==> src/core/cpa_consts.svh <==
// Constants of the counter array compare and watchdog block
`ifndef CPA_CONSTS_SVH
`define CPA_CONSTS_SVH

// ************************************************************
// Timebase select codes
// ************************************************************
`define CPA_TB_DIV12 3'h0
`define CPA_TB_DIV4 3'h1
`define CPA_TB_T0OVF 3'h2
`define CPA_TB_EXTIN 3'h3
`define CPA_TB_SYSCLK 3'h4
`define CPA_TB_OSC8 3'h5

// ************************************************************
// Prescaler counts
// ************************************************************
`define CPA_PRE_LAST 4'hb
`define CPA_DIV4_LAST 2'h3
`define CPA_OSC_LAST 3'h7

// ************************************************************
// Field positions in write data
// ************************************************************
`define CPA_CTL_RUN 6
`define CPA_AMD_IDLE 7
`define CPA_AMD_WDE 6
`define CPA_AMD_LOCK 5
`define CPA_AMD_TB_LSB 1
`define CPA_AMD_TB_MSB 3

// ************************************************************
// Reset values and forced values
// ************************************************************
`define CPA_WDE_RST 1'b1
`define CPA_TB_RST 3'h0
`define CPA_BYTE_RST 8'h00
`define CPA_MODE_RST 8'h00
`define CPA_MODE_SWTIMER 8'h48

`endif

==> src/core/cpa_pkg.sv <==
// Types shared by the counter array compare and watchdog block
package cpa_pkg;

   // Per-module mode register layout
   typedef struct packed {
      logic wide;      // 16-bit pwm select
      logic comp_en;   // Comparator enable
      logic capp;      // Capture on rising edge (unused here)
      logic capn;      // Capture on falling edge (unused here)
      logic match_en;  // Match enable
      logic toggle;    // Toggle enable
      logic pwm;       // Pulse width enable
      logic irq_en;    // Match interrupt enable
   } cpa_mode_t;

   // Write targets of the software write port
   typedef enum logic [2:0] {
      CPA_WR_CTRL,
      CPA_WR_AMODE,
      CPA_WR_CNT_LO,
      CPA_WR_CNT_HI,
      CPA_WR_MMODE,
      CPA_WR_CMP_LO,
      CPA_WR_CMP_HI
   } cpa_wr_sel_t;

   // One software write
   typedef struct packed {
      logic en;
      cpa_wr_sel_t sel;
      logic [2:0] idx;
      logic [7:0] data;
   } cpa_wr_t;

endpackage : cpa_pkg

==> src/core/cpa_core.sv <==
// Compare, pwm and watchdog logic of the five-module counter array
`timescale 1ns/1ps
`default_nettype none
`include "cpa_consts.svh"

// Behaviour
// - Timer mode: counter equals compare sets flag
// - Hardware never clears a match flag
// - Comparator and match set, others clear: timer
// - Low write clears, high write sets comparator
// - High-speed mode inverts pin on each match
// - Frequency mode: low match toggles, adds high
// - High byte zero means 256-clock half-period
// - Pwm8: set on low match, clear on wrap
// - Pwm8: wrap reloads low from high byte
// - Pwm8 selected when wide bit clear
// - Pwm with comparator off drives low
// - Pwm16: set on full match, clear on overflow
// - Watchdog uses module four high and offset
// - Watchdog forces counter, freezes selects, mode
// - Run bit cannot stop counter under watchdog
// - Watchdog update loads counter high plus offset
// - Low wrap with high match resets device
// - Writing module four flag forces reset
// - Enable or lock enables; lock holds
// - Reset: watchdog on, divide-by-12, bytes zero
// - Three-bit timebase select chooses source
module cpa_core #(
   parameter int NUM_MOD = 5,
   parameter int WD_MOD = 4
) (
   // Clock, reset and enable
   input wire logic core_clk,
   input wire logic reset,
   input wire logic clk_en,
   // System status and count sources
   input wire logic cpu_idle,
   input wire logic timer0_ovf,
   input wire logic ext_count_pin,
   input wire logic ext_osc_pin,
   // Software write port
   input wire cpa_pkg::cpa_wr_t wr,
   // Module outputs and flags
   output logic [NUM_MOD-1:0] module_io_pin,
   output logic [NUM_MOD-1:0] module_match_flag,
   output logic match_irq,
   // Counter and watchdog status
   output logic [15:0] count_value,
   output logic counter_run_bit,
   output logic watchdog_active,
   output logic watchdog_reset
);

   // ************************************************************
   // Declarations
   // ************************************************************
   logic [15:0] cnt_q;                  // Running counter
   logic [15:0] cnt_nxt;                // Counter after this tick
   logic run_q;                         // Software run bit
   logic idle_q;                        // Idle suspend bit
   logic wde_q;                         // Watchdog enable bit
   logic lock_q;                        // Watchdog lock bit
   logic [2:0] tb_q;                    // Timebase select
   logic wd_en;                         // Watchdog in force
   logic tb_tick;                       // Raw timebase tick
   logic tick;                          // Tick gated by run control
   logic low_ovf;                       // Low byte wraps this tick
   logic full_ovf;                      // Whole counter wraps this tick
   cpa_pkg::cpa_mode_t mode_q [NUM_MOD];  // Stored module modes
   cpa_pkg::cpa_mode_t eff [NUM_MOD];     // Modes as they act
   logic [7:0] cpl_q [NUM_MOD];         // Compare low bytes
   logic [7:0] cph_q [NUM_MOD];         // Compare high bytes
   logic [NUM_MOD-1:0] m16_v;           // Full 16-bit matches
   logic [NUM_MOD-1:0] m8_v;            // Low byte matches
   logic [NUM_MOD-1:0] hw_set;          // Flag set events
   logic [NUM_MOD-1:0] ien;             // Interrupt enables
   logic [NUM_MOD-1:0] flag_q;
   logic [NUM_MOD-1:0] pin_q;
   logic irq_q;
   logic wd_rst_q;
   logic wd_act_q;
   logic [7:0] wd_upd;                  // Reload value for watchdog
   logic wd_hit;
   logic wd_force;

   // ************************************************************
   // Decode helpers
   // ************************************************************
   // True when the write hits the given target
   function automatic logic wr_hit(input cpa_pkg::cpa_wr_t w,
                                   input cpa_pkg::cpa_wr_sel_t s);
      return w.en && (w.sel == s);
   endfunction : wr_hit

   // Pwm family: pwm bit set and toggle clear
   function automatic logic is_pwm(input cpa_pkg::cpa_mode_t m);
      return m.pwm && !m.toggle;
   endfunction : is_pwm

   // Frequency output: comparator, toggle and pwm set
   function automatic logic is_freq(input cpa_pkg::cpa_mode_t m);
      return m.comp_en && m.toggle && m.pwm;
   endfunction : is_freq

   // ************************************************************
   // Timebase
   // ************************************************************
   cpa_timebase u_tb (
      .core_clk(core_clk),
      .reset(reset),
      .clk_en(clk_en),
      .sel(tb_q),
      .timer0_ovf(timer0_ovf),
      .ext_count_pin(ext_count_pin),
      .ext_osc_pin(ext_osc_pin),
      .tick(tb_tick)
   );

   assign wd_en = wde_q || lock_q;
   // Watchdog keeps the counter running whatever the run bit says
   assign tick = tb_tick && (run_q || wd_en) && !(cpu_idle && idle_q);
   assign cnt_nxt = cnt_q + 16'h0001;
   assign low_ovf = tick && (cnt_q[7:0] == 8'hff);
   assign full_ovf = tick && (cnt_q == 16'hffff);

   // ************************************************************
   // Counter
   // ************************************************************
   // Counter byte writes are dropped while the watchdog is on
   always_ff @(posedge core_clk) begin
      if (reset) begin
         cnt_q <= {`CPA_BYTE_RST, `CPA_BYTE_RST};
      end else if (clk_en) begin
         if (!wd_en && wr_hit(wr, cpa_pkg::CPA_WR_CNT_LO)) begin
            cnt_q[7:0] <= wr.data;
         end else if (!wd_en && wr_hit(wr, cpa_pkg::CPA_WR_CNT_HI)) begin
            cnt_q[15:8] <= wr.data;
         end else if (tick) begin
            cnt_q <= cnt_nxt;
         end
      end
   end

   // ************************************************************
   // Array mode and run control
   // ************************************************************
   // Timebase and idle bits freeze under the watchdog
   always_ff @(posedge core_clk) begin
      if (reset) begin
         wde_q <= `CPA_WDE_RST;
         lock_q <= 1'b0;
         idle_q <= 1'b0;
         tb_q <= `CPA_TB_RST;
      end else if (clk_en && wr_hit(wr, cpa_pkg::CPA_WR_AMODE)) begin
         wde_q <= wr.data[`CPA_AMD_WDE];
         lock_q <= lock_q || wr.data[`CPA_AMD_LOCK];
         if (!wd_en) begin
            idle_q <= wr.data[`CPA_AMD_IDLE];
            tb_q <= wr.data[`CPA_AMD_TB_MSB:`CPA_AMD_TB_LSB];
         end
      end
   end

   // Run bit reads back only what software wrote
   always_ff @(posedge core_clk) begin
      if (reset) begin
         run_q <= 1'b0;
      end else if (clk_en && wr_hit(wr, cpa_pkg::CPA_WR_CTRL)) begin
         run_q <= wr.data[`CPA_CTL_RUN];
      end
   end

   assign wd_upd = cnt_q[15:8] + cpl_q[WD_MOD];

   // ************************************************************
   // Capture/compare modules
   // ************************************************************
   genvar gi;
   generate
      for (gi = 0; gi < NUM_MOD; gi++) begin : g_mod
         logic sel_me;      // Write addresses this module
         logic locked;      // Module held by the watchdog
         logic pwm8_reload; // Low wraps in 8-bit pwm
         logic [7:0] ref8;  // Low byte compared this tick

         assign sel_me = (wr.idx == 3'(gi));
         assign locked = (gi == WD_MOD) && wd_en;
         // Module four acts as a plain timer under the watchdog
         assign eff[gi] = locked ? cpa_pkg::cpa_mode_t'(`CPA_MODE_SWTIMER) : mode_q[gi];
         assign pwm8_reload = is_pwm(eff[gi]) && !eff[gi].wide && low_ovf;
         // On a wrap the reloaded value is the one that counts
         assign ref8 = pwm8_reload ? cph_q[gi] : cpl_q[gi];
         assign m16_v[gi] = tick && (cnt_nxt == {cph_q[gi], cpl_q[gi]});
         assign m8_v[gi] = tick && (cnt_nxt[7:0] == ref8);
         assign ien[gi] = eff[gi].irq_en;
         // Frequency mode never raises the flag
         assign hw_set[gi] = eff[gi].comp_en && eff[gi].match_en && !is_freq(eff[gi])
                             && ((is_pwm(eff[gi]) && !eff[gi].wide) ? m8_v[gi] : m16_v[gi]);

         // Mode register with comparator side effects of byte writes
         always_ff @(posedge core_clk) begin
            if (reset) begin
               mode_q[gi] <= cpa_pkg::cpa_mode_t'(`CPA_MODE_RST);
            end else if (clk_en && sel_me) begin
               if (wr_hit(wr, cpa_pkg::CPA_WR_CMP_LO)) begin
                  mode_q[gi].comp_en <= 1'b0;
               end else if (wr_hit(wr, cpa_pkg::CPA_WR_CMP_HI)) begin
                  mode_q[gi].comp_en <= 1'b1;
               end else if (wr_hit(wr, cpa_pkg::CPA_WR_MMODE) && !locked) begin
                  mode_q[gi] <= cpa_pkg::cpa_mode_t'(wr.data);
               end
            end
         end

         // Compare low byte: software load, frequency step, pwm reload
         always_ff @(posedge core_clk) begin
            if (reset) begin
               cpl_q[gi] <= `CPA_BYTE_RST;
            end else if (clk_en) begin
               if (sel_me && wr_hit(wr, cpa_pkg::CPA_WR_CMP_LO)) begin
                  cpl_q[gi] <= wr.data;
               end else if (is_freq(eff[gi]) && m8_v[gi]) begin
                  // A zero step wraps through all 256 counts
                  cpl_q[gi] <= cpl_q[gi] + cph_q[gi];
               end else if (pwm8_reload) begin
                  cpl_q[gi] <= cph_q[gi];
               end
            end
         end

         // Compare high byte; watchdog writes load counter plus offset
         always_ff @(posedge core_clk) begin
            if (reset) begin
               cph_q[gi] <= `CPA_BYTE_RST;
            end else if (clk_en && sel_me && wr_hit(wr, cpa_pkg::CPA_WR_CMP_HI)) begin
               cph_q[gi] <= locked ? wd_upd : wr.data;
            end
         end

         // Output pin; in pwm a match wins over the wrap for 100 percent
         always_ff @(posedge core_clk) begin
            if (reset) begin
               pin_q[gi] <= 1'b0;
            end else if (clk_en) begin
               if (is_pwm(eff[gi])) begin
                  if (!eff[gi].comp_en) begin
                     pin_q[gi] <= 1'b0;
                  end else if (eff[gi].wide ? m16_v[gi] : m8_v[gi]) begin
                     pin_q[gi] <= 1'b1;
                  end else if (eff[gi].wide ? full_ovf : low_ovf) begin
                     pin_q[gi] <= 1'b0;
                  end
               end else if (is_freq(eff[gi])) begin
                  if (m8_v[gi]) begin
                     pin_q[gi] <= ~pin_q[gi];
                  end
               end else if (eff[gi].comp_en && eff[gi].match_en && eff[gi].toggle
                            && m16_v[gi]) begin
                  pin_q[gi] <= ~pin_q[gi];
               end
            end
         end
      end
   endgenerate

   // ************************************************************
   // Match flags and interrupt
   // ************************************************************
   // A hardware set wins over a software clear in the same cycle
   always_ff @(posedge core_clk) begin
      if (reset) begin
         flag_q <= '0;
      end else if (clk_en) begin
         if (wr_hit(wr, cpa_pkg::CPA_WR_CTRL)) begin
            flag_q <= wr.data[NUM_MOD-1:0] | hw_set;
         end else begin
            flag_q <= flag_q | hw_set;
         end
      end
   end

   // Interrupt follows the flags one cycle later
   always_ff @(posedge core_clk) begin
      if (reset) begin
         irq_q <= 1'b0;
      end else if (clk_en) begin
         irq_q <= |(flag_q & ien);
      end
   end

   // ************************************************************
   // Watchdog reset
   // ************************************************************
   assign wd_hit = wd_en && low_ovf && (cph_q[WD_MOD] == cnt_q[15:8]);
   assign wd_force = wd_en && wr_hit(wr, cpa_pkg::CPA_WR_CTRL) && wr.data[WD_MOD];

   // Single-cycle request to the reset controller
   always_ff @(posedge core_clk) begin
      if (reset) begin
         wd_rst_q <= 1'b0;
         wd_act_q <= 1'b1;
      end else if (clk_en) begin
         wd_rst_q <= wd_hit || wd_force;
         wd_act_q <= wd_en;
      end
   end

   assign module_io_pin = pin_q;
   assign module_match_flag = flag_q;
   assign match_irq = irq_q;
   assign count_value = cnt_q;
   assign counter_run_bit = run_q;
   assign watchdog_active = wd_act_q;
   assign watchdog_reset = wd_rst_q;
endmodule : cpa_core
`default_nettype wire

==> src/core/cpa_timebase.sv <==
// Counter timebase selector producing one tick per counter clock
`timescale 1ns/1ps
`default_nettype none
`include "cpa_consts.svh"

module cpa_timebase (
   // Clock and reset
   input wire logic core_clk,
   input wire logic reset,
   input wire logic clk_en,
   // Selection and sources
   input wire logic [2:0] sel,
   input wire logic timer0_ovf,
   input wire logic ext_count_pin,
   input wire logic ext_osc_pin,
   // Tick out
   output logic tick
);

   logic [3:0] pre_q;       // Divide-by-12 prescaler
   logic [2:0] ext_s_q;     // External count input synchroniser
   logic ext_lvl_q;         // Accepted level of the count input
   logic [2:0] osc_s_q;     // External oscillator synchroniser
   logic osc_lvl_q;         // Accepted oscillator level
   logic [2:0] osc_div_q;   // Oscillator divide-by-8
   logic ext_fall;
   logic osc_rise;
   logic tick_q;

   // ************************************************************
   // Prescaler
   // ************************************************************
   // Divide by 4 reuses the divide-by-12 count, since 4 divides 12
   always_ff @(posedge core_clk) begin
      if (reset) begin
         pre_q <= 4'h0;
      end else if (clk_en) begin
         pre_q <= (pre_q == `CPA_PRE_LAST) ? 4'h0 : pre_q + 4'h1;
      end
   end

   // ************************************************************
   // Pin synchronisers
   // ************************************************************
   // A level counts only once stages two and three agree
   always_ff @(posedge core_clk) begin
      if (reset) begin
         ext_s_q <= 3'h0;
         osc_s_q <= 3'h0;
         ext_lvl_q <= 1'b0;
         osc_lvl_q <= 1'b0;
      end else if (clk_en) begin
         ext_s_q <= {ext_s_q[1:0], ext_count_pin};
         osc_s_q <= {osc_s_q[1:0], ext_osc_pin};
         if (ext_s_q[1] == ext_s_q[2]) begin
            ext_lvl_q <= ext_s_q[2];
         end
         if (osc_s_q[1] == osc_s_q[2]) begin
            osc_lvl_q <= osc_s_q[2];
         end
      end
   end

   assign ext_fall = ext_lvl_q && (ext_s_q[1] == ext_s_q[2]) && !ext_s_q[2];
   assign osc_rise = !osc_lvl_q && (osc_s_q[1] == osc_s_q[2]) && osc_s_q[2];

   // Oscillator edges counted down by 8
   always_ff @(posedge core_clk) begin
      if (reset) begin
         osc_div_q <= 3'h0;
      end else if (clk_en && osc_rise) begin
         osc_div_q <= osc_div_q + 3'h1;
      end
   end

   // ************************************************************
   // Source select
   // ************************************************************
   // Reserved codes give no tick, so the counter stands still
   always_ff @(posedge core_clk) begin
      if (reset) begin
         tick_q <= 1'b0;
      end else if (clk_en) begin
         unique case (sel)
            `CPA_TB_DIV12: tick_q <= (pre_q == `CPA_PRE_LAST);
            `CPA_TB_DIV4: tick_q <= (pre_q[1:0] == `CPA_DIV4_LAST);
            `CPA_TB_T0OVF: tick_q <= timer0_ovf;
            `CPA_TB_EXTIN: tick_q <= ext_fall;
            `CPA_TB_SYSCLK: tick_q <= 1'b1;
            `CPA_TB_OSC8: tick_q <= osc_rise && (osc_div_q == `CPA_OSC_LAST);
            default: tick_q <= 1'b0;
         endcase
      end
   end

   assign tick = tick_q;

endmodule : cpa_timebase
`default_nettype wire

==> config.mk <==
export PLATFORM = sky130hd
export DESIGN_NAME = cpa_core
export DESIGN_NICKNAME = d
export VERILOG_FILES = /design/src/core/cpa_pkg.sv /design/src/core/cpa_core.sv /design/src/core/cpa_timebase.sv
export VERILOG_INCLUDE_DIRS = /design/src /design/src/core
export SDC_FILE = /design/constraint.sdc
export NUM_CORES = 1
export LEC_CHECK = 0
export ABC_AREA = 1
export BUFFER_PORTS_ARGS = -buffer_cell sky130_fd_sc_hd__buf_2
export CAP_MARGIN = 5
export CORE_MARGIN = 4
export CORE_UTILIZATION = 50
export CTS_BUF_LIST = sky130_fd_sc_hd__clkbuf_8
export CTS_CLUSTER_SIZE = 10
export DETAILED_ROUTE_END_ITERATION = 7
export PLACE_DENSITY = 0.76
export SLEW_MARGIN = 0
export SYNTH_ARGS = -nofsm -noshare
export SYNTH_HDL_FRONTEND = slang
export SYNTH_SLANG_ARGS = --single-unit
==> constraint.sdc <==
create_clock -name core_clk -period 5.7 [get_ports core_clk]
set_input_delay 0.285 -clock core_clk [delete_from_list [all_inputs] [get_ports core_clk]]
set_output_delay 0.285 -clock core_clk [all_outputs]
set_load 0.05 [all_outputs]
==> impl_metrics.csv, run 1 <==
group,metric,value,unit
synth,synth_compound_area_share,13.5,%
worst_setup_path,crit_type,"reg -> reg",
synth,ys_types,55,
run,drv_cap,0,
timing,layout_setup_ws,1.32,ns
clock_network,cts_sinks,162,
detailed_routing,top_layer,"met5",
synth,synthSimpleGateAreaFrac,35.8,%
global_routing,grt_max_degree,49,
detailed_routing,dr_wl_met3,6.59,mm
timing,period_needed,4.38,ns
power_and_ir_drop,finalPower,2.85,mW
synth,synth_area,0.0133,sq mm
detailed_routing,ant_nets,0,
synth,synthArstFlopShare,0,%
synth,synth.area.mux_share,0,%
floorplanning,dieArea,0.0292,sq mm
placement,io_buffers,51,
timing,hold_viol,0,
timing,rsz0062_at_grt,"false",
synth,synth_edf_count,110,
finish,drive_above_1_share,7.57,%
detailed_routing,routed_wl,52.2,mm
floorplanning,io-pin-count,52,
clock_network,insertion_delay,0.50,ns
detailed_routing,dr.pass1.iters,8,
power_and_ir_drop,p_leak,6.72,nW
global_routing,overflow,0,
synth,synth_top_family_by_area,"simple AND/OR/NAND/NOR gates",
synth,synth_warnings,0,
placement,place_congestion,1.10,
global_routing,grt_pass1_vias,13500,
synth,syn_inst,1972,
finish,syn_to_final_growth,7.05,%
clock_network,clk_pin_slew_worst_paths,0.12,ns
worst_setup_path,cp_max_fo,40,
hold_path,hp-class,"in -> reg",
worst_setup_path,startpoint_type,"flip-flop",
worst_setup_path,r2r_setup_slack,1.32,ns
clock_network,cts_setup_buffers,0,
synth,seq_area_frac_synth,32.7,%
detailed_routing,wire_per_inst,22.2,microns
synth,syn_area_per_cell,6.74,sq um
floorplanning,die_x,171,microns
synth,synthMostInstantiatedCell,"nand2_1",
clock_network,cts_root_buf,"clkbuf_8",
synth,yosys.area_share.adder,5.24,%
timing,timing.slew.headroom,16.4,%
clock_network,cts_htree_levels,4,
detailed_routing,drc,9,
timing,tightest_slew,1.24,ns
worst_setup_path,critPathRequiredTime,5.80,ns
worst_setup_path,max_stage_delay,0.98,ns
status,status,"finished with violations",
synth,syn_nets,2046,
status,violations,"design-rule violations",
synth,netlist_top_cells_count,"nand2_1, nor2_1, inv_1",
clock_network,postCtsHoldBufs,0,
detailed_routing,routed-wl-met2,22.2,mm
detailed_routing,drt-initial-drc-count,1791,
clock_network,cts-resized-gates,0,
power_and_ir_drop,power.density,200,mW/mm^2
power_and_ir_drop,max-vdd-ir-drop,0.168,mV
floorplanning,initial_core_util,50.8,%
synth,netlist_top_cells_area,"edfxtp_1, nand2_1, dfxtp_1",
worst_setup_path,path_common_cell,"nand3_1",
detailed_routing,route.vias.total,14500,
timing,fin_crit_sh,76.8,%
global_routing,grt_usage,35.4,%
global_routing,antenna_found_initial,1,
worst_setup_path,path_cells,"buf_4 > ha_1 > nand2_2 > nor2_8 > nand2_4 > nor2_8 > nand3_1 > nand3_1 > nand2_1 > nor2_1 > nand2_1 > nor2_1 > nand3_1 > o311ai_1",
timing,setup_tns,0,ns
finish,final_nets,2081,
synth,synth_top_cell_area_share,24.9,%
floorplanning,core,0.0261,sq mm
synth,yosys.area_share.xor_xnor,3.96,%
clock_network,clockBufferDepth,2,
timing,maxSlewViolCount,0,
synth,synth_top_area_cell,"edfxtp_1",
worst_setup_path,slowest_stage,"o311ai_1",
timing,clock_skew,0.0298,ns
worst_setup_path,end_kind,"flip-flop",
placement,preCtsSetupSlack,1.44,ns
detailed_routing,wl_met1,19.4,mm
clock_network,cts_tree,"built",
floorplanning,num_rows,59,
finish,fill_cells,2578,
floorplanning,die_y,171,microns
timing,fmax,0.228,GHz
clock_network,cts_made_buffers,17,
detailed_routing,drt-vias-per-instance,6.15,
global_routing,grt_pass1_wl,78.1,mm
synth,ys_ff_latch,162,
placement,hpwl,37.2,mm
timing,setup_viol,0,
synth,synth_ff_type,"edfxtp_1",
worst_setup_path,crit_arrival,4.48,ns
-- through the flow --
step / cells / area [sq um] / hold WS [ns] / util, %
final: 2356 / 14200 / 0.0193 / 54.4
after global routing: 2355 / 14200 / 0.0330 / 54.4
after CTS: 2355 / 14200 / 0.0135 / 54.4
after detailed placement: 2323 / 13800 / 0.461 / 52.9
after global placement: 2323 / 13800 / 0.450 / 52.9
after floorplan: 1972 / 13300 / 0.420 / -
-- worst max-delay path: cells and delay by family, from the launching register on --
kind                       cells  cell delay, ns
and+or+nand+nor               11            1.88
adders and majority gates      1            0.23
buffers and inverters          1            0.30
DFF                            1            0.59
AOI/OAI and AO/OA              1            0.98
-- per-layer routing --
layer | vias to the layer above | track usage, %
met3 | 259 | 7.95
li1 | 6624 | -
met1 | 6567 | 45.0
met4 | 2 | 21.8
met5 | - | 0
met2 | 1049 | 54.8
-- cells in the final DEF, fill, tap and decap left out, drive strengths merged, types with 5 or more instances in the layout --
cell      n
a21oi   142
a221oi   10
a22oi    19
a31o      5
a31oi     5
buf      65
clkbuf   17
clkinv   12
dfxtp    52
edfxtp  110
fa        6
ha       46
inv     250
nand2   536
nand3   208
nand3b    9
nand4    40
nor2    271
nor3     15
o211ai   16
o21ai    92
o21bai    8
xnor2    21
xor2     39
-- cell type report --
type                       count  area (sq um)  share of cell area, %
clock inverter                15           163                   1.14
antenna                        1          2.50                 0.0176
clock buffer                  17           234                   1.64
multi-input combinational   1513          7770                   54.6
timing repair buffer          65           360                   2.53
tap                          335           419                   2.95
sequential                   162          4340                   30.5
inverter                     248           933                   6.56
-- state kept, by name, summed over array words and instances, names as in the netlist --
register and count:
wde_q 1, count_value 16, watchdog_reset 1, u_tb.tick 1, module_io_pin 5, mode_q 30, counter_run_bit 1, u_tb.osc_div_q 3
cpl_q 40, cph_q 40, u_tb.ext_lvl_q 1, idle_q 1, u_tb.ext_s_q 3, match_irq 1, u_tb.pre_q 4, u_tb.osc_s_q 3
module_match_flag 5, tb_q 3, u_tb.osc_lvl_q 1, watchdog_active 1, lock_q 1
-- path summary, 6_finish.rpt --
path | cells past startpoint | end | start
max | 14 | cpl_q[2][0] | count_value[0]
min reg2reg | 2 | watchdog_reset | watchdog_reset
max reg2reg | 14 | cpl_q[2][0] | count_value[0]
min | 3 | u_tb.osc_s_q[0] | ext_osc_pin
-- kinds of logic (layout without fill, tap and decap cells) --
kind of cell,Yosys count,in the layout
AOI/OAI and AO/OA,308,308
xor gates and xnor gates,60,60
adders and majority gates,52,52
buffers and inverters,297,345
DFF,162,162
other,0,1
and+or+nand+nor,1093,1093
-- report_power, final --
| part | leakage, nW | switching, mW | internal [mW] | total [mW] |
|---|---|---|---|---|
| clock | 0.202 | 0.566 | 0.335 | 0.900 |
| sequential | 1.51 | 0.0736 | 1.30 | 1.38 |
| combinational | 5.01 | 0.406 | 0.162 | 0.568 |
Note: power is estimated with default switching activity, not from simulation.
==> run 2, diff against run 1 <==
Clock period 5.7 ns to 4.51 ns, I/O delays scaled along.
==> impl_metrics.csv, run 2 (synthesized netlist as in run 1, its figures left out) <==
group,metric,value,unit
timing,clock_skew,0.0335,ns
floorplanning,io-pin-count,52,
global_routing,grt_pass1_vias,13500,
finish,layout_commonest_cell,"nand2_1",
power_and_ir_drop,sequentialPowerShare,47.3,%
detailed_routing,drc,0,
status,status,"completed",
floorplanning,initial_core_util,50.8,%
worst_setup_path,crit_arrival,3.80,ns
worst_setup_path,end_kind,"flip-flop",
timing,fmax,0.271,GHz
timing,period_needed,3.69,ns
timing,maxSlewViolCount,0,
timing,timing.slew.headroom,23.8,%
finish,multiInputGateArea,0.00777,sq mm
clock_network,cts-resized-gates,0,
power_and_ir_drop,power.density,255,mW/mm^2
floorplanning,dieArea,0.0292,sq mm
timing,tightest_slew,1.13,ns
finish,seqCellArea,0.00434,sq mm
worst_setup_path,crit_start,"count_value[1]",
global_routing,grt_pass1_wl,83.2,mm
worst_setup_path,path_common_cell,"nand3_1",
placement,place_congestion,1.03,
timing,layout_setup_ws,0.824,ns
detailed_routing,dr.pass1.iters,6,
worst_setup_path,crit_type,"reg -> reg",
finish,fill_cells,2616,
floorplanning,num_rows,59,
worst_setup_path,path_delay_family,"simple AND/OR/NAND/NOR gates",
placement,preCtsSetupSlack,0.938,ns
global_routing,antenna_found_initial,0,
detailed_routing,ant_nets,0,
timing,fin_crit_sh,81.7,%
power_and_ir_drop,power_frac_clock,32.3,%
global_routing,grt_usage,38.5,%
worst_setup_path,max_stage_delay,0.67,ns
power_and_ir_drop,switching_share,37.6,%
floorplanning,core,0.0261,sq mm
hold_path,min_from,"wr[0]",
worst_setup_path,startpoint_type,"flip-flop",
timing,setup_tns,0,ns
finish,reg_top3,"cph_q (40), cpl_q (40), mode_q (30)",
clock_network,insertion_delay,0.49,ns
worst_setup_path,cp_max_fo,21,
global_routing,overflow,0,
clock_network,cts_tree,"built",
finish,drive_above_1_share,8.47,%
placement,hpwl,41.2,mm
worst_setup_path,rr_startpoint,"count_value[1]",
detailed_routing,drt-vias-per-instance,6.09,
timing,rsz0062_at_grt,"false",
worst_setup_path,critPathRequiredTime,4.62,ns
timing,hold_viol,0,
clock_network,cts_made_buffers,17,
power_and_ir_drop,p_leak,6.83,nW
worst_setup_path,cp_num_buf_inv,1,
floorplanning,die_y,171,microns
detailed_routing,routed_wl,56.7,mm
detailed_routing,drt-initial-drc-count,1912,
worst_setup_path,path_cells,"ha_1 > nand2_2 > nor2_8 > nand2_4 > nor2_8 > buf_4 > nand3_1 > nand3_1 > nand2_1 > nor2_1 > nand2_1 > nor2_1 > nand3_1 > o211ai_1",
detailed_routing,wire_per_inst,23.8,microns
detailed_routing,route.vias.total,14500,
global_routing,grt_max_degree,35,
timing,setup_viol,0,
placement,io_buffers,51,
clock_network,clockBufferDepth,2,
power_and_ir_drop,share_comb_of_total_power,20.4,%
clock_network,cts_sinks,162,
clock_network,cts_root_buf,"clkbuf_8",
floorplanning,die_x,171,microns
worst_setup_path,slowest_stage,"o211ai_1",
finish,final_nets,2103,
power_and_ir_drop,internal-power,2.29,mW
clock_network,cts_htree_levels,4,
power_and_ir_drop,power_switching,1.38,mW
finish,final_cell_mix,"nand2_1, nor2_1, inv_1",
hold_path,hp-class,"in -> reg",
power_and_ir_drop,max-vdd-ir-drop,0.165,mV
run,drv_cap,0,
clock_network,clk_pin_slew_worst_paths,0.12,ns
finish,syn_to_final_growth,8.49,%
[run 2: stage by stage]
stage | hold slack (ns) | cell area (sq um) | total power [mW] | instances | util (%)
2_1_floorplan | 0.360 | 13300 | 2.21 | 1972 | -
3_3_place_gp | 0.450 | 14000 | 2.48 | 2343 | 53.5
3_5_place_dp | 0.455 | 14000 | 2.49 | 2343 | 53.5
4_1_cts | 0.157 | 14400 | 3.64 | 2377 | 55.1
5_1_grt | 0.178 | 14400 | 3.79 | 2377 | 55.1
6_report | 0.200 | 14400 | 3.67 | 2379 | 55.2
[run 2: power groups by stage]
stage / clock (mW) / sequential (mW) / combinational [mW]
floorplan: 0 / 1.77 / 0.441
global placement: 0 / 1.77 / 0.713
detailed placement: 0 / 1.77 / 0.720
CTS: 1.18 / 1.73 / 0.727
global route: 1.24 / 1.74 / 0.809
finish: 1.19 / 1.74 / 0.749
[run 2: area by class of cell]
cell class	instances	area share [%]
timing repair buffer	87	3.68
inverter	248	6.48
clock inverter	15	1.26
clock buffer	17	1.62
tap	335	2.91
multi-input combinational	1513	53.9
antenna	2	0.0347
sequential	162	30.1
[run 2: layer usage]
layer  GRT usage (%)  share of wire (%)  wire [microns]  vias to the layer above
li1                -                  -               -                     6673
met1            50.6                 39           22200                     6734
met2            57.6                 42           24000                      889
met3            8.92                 11            6450                      196
met4            23.2                7.0            3960                        0
met5               0                  0               0                        -
[run 2: worst reg2reg max path, stage by stage (launching register included)]
cell      delay, ns
dfxtp_1        0.42
ha_1           0.23
nand2_2        0.14
nor2_8         0.23
nand2_4        0.11
nor2_8         0.42
buf_4          0.37
nand3_1        0.16
nand3_1        0.13
nand2_1        0.06
nor2_1         0.09
nand2_1        0.05
nor2_1         0.16
nand3_1        0.11
o211ai_1       0.67
[run 2: final timing paths]
check	to	slack, ns	cells past startpoint
worst max-delay path	cpl_q[1][6]	0.82	14
worst min-delay path	count_value[8]	0.20	3
worst max register to register	cpl_q[1][6]	0.82	14
worst min register to register	idle_q	0.47	2
[run 2: repair_timing]
action | CTS | global route
hold buffers | 2 | 0
buffers inserted | 0 | 0
hold endpoints to repair | 2 | 0
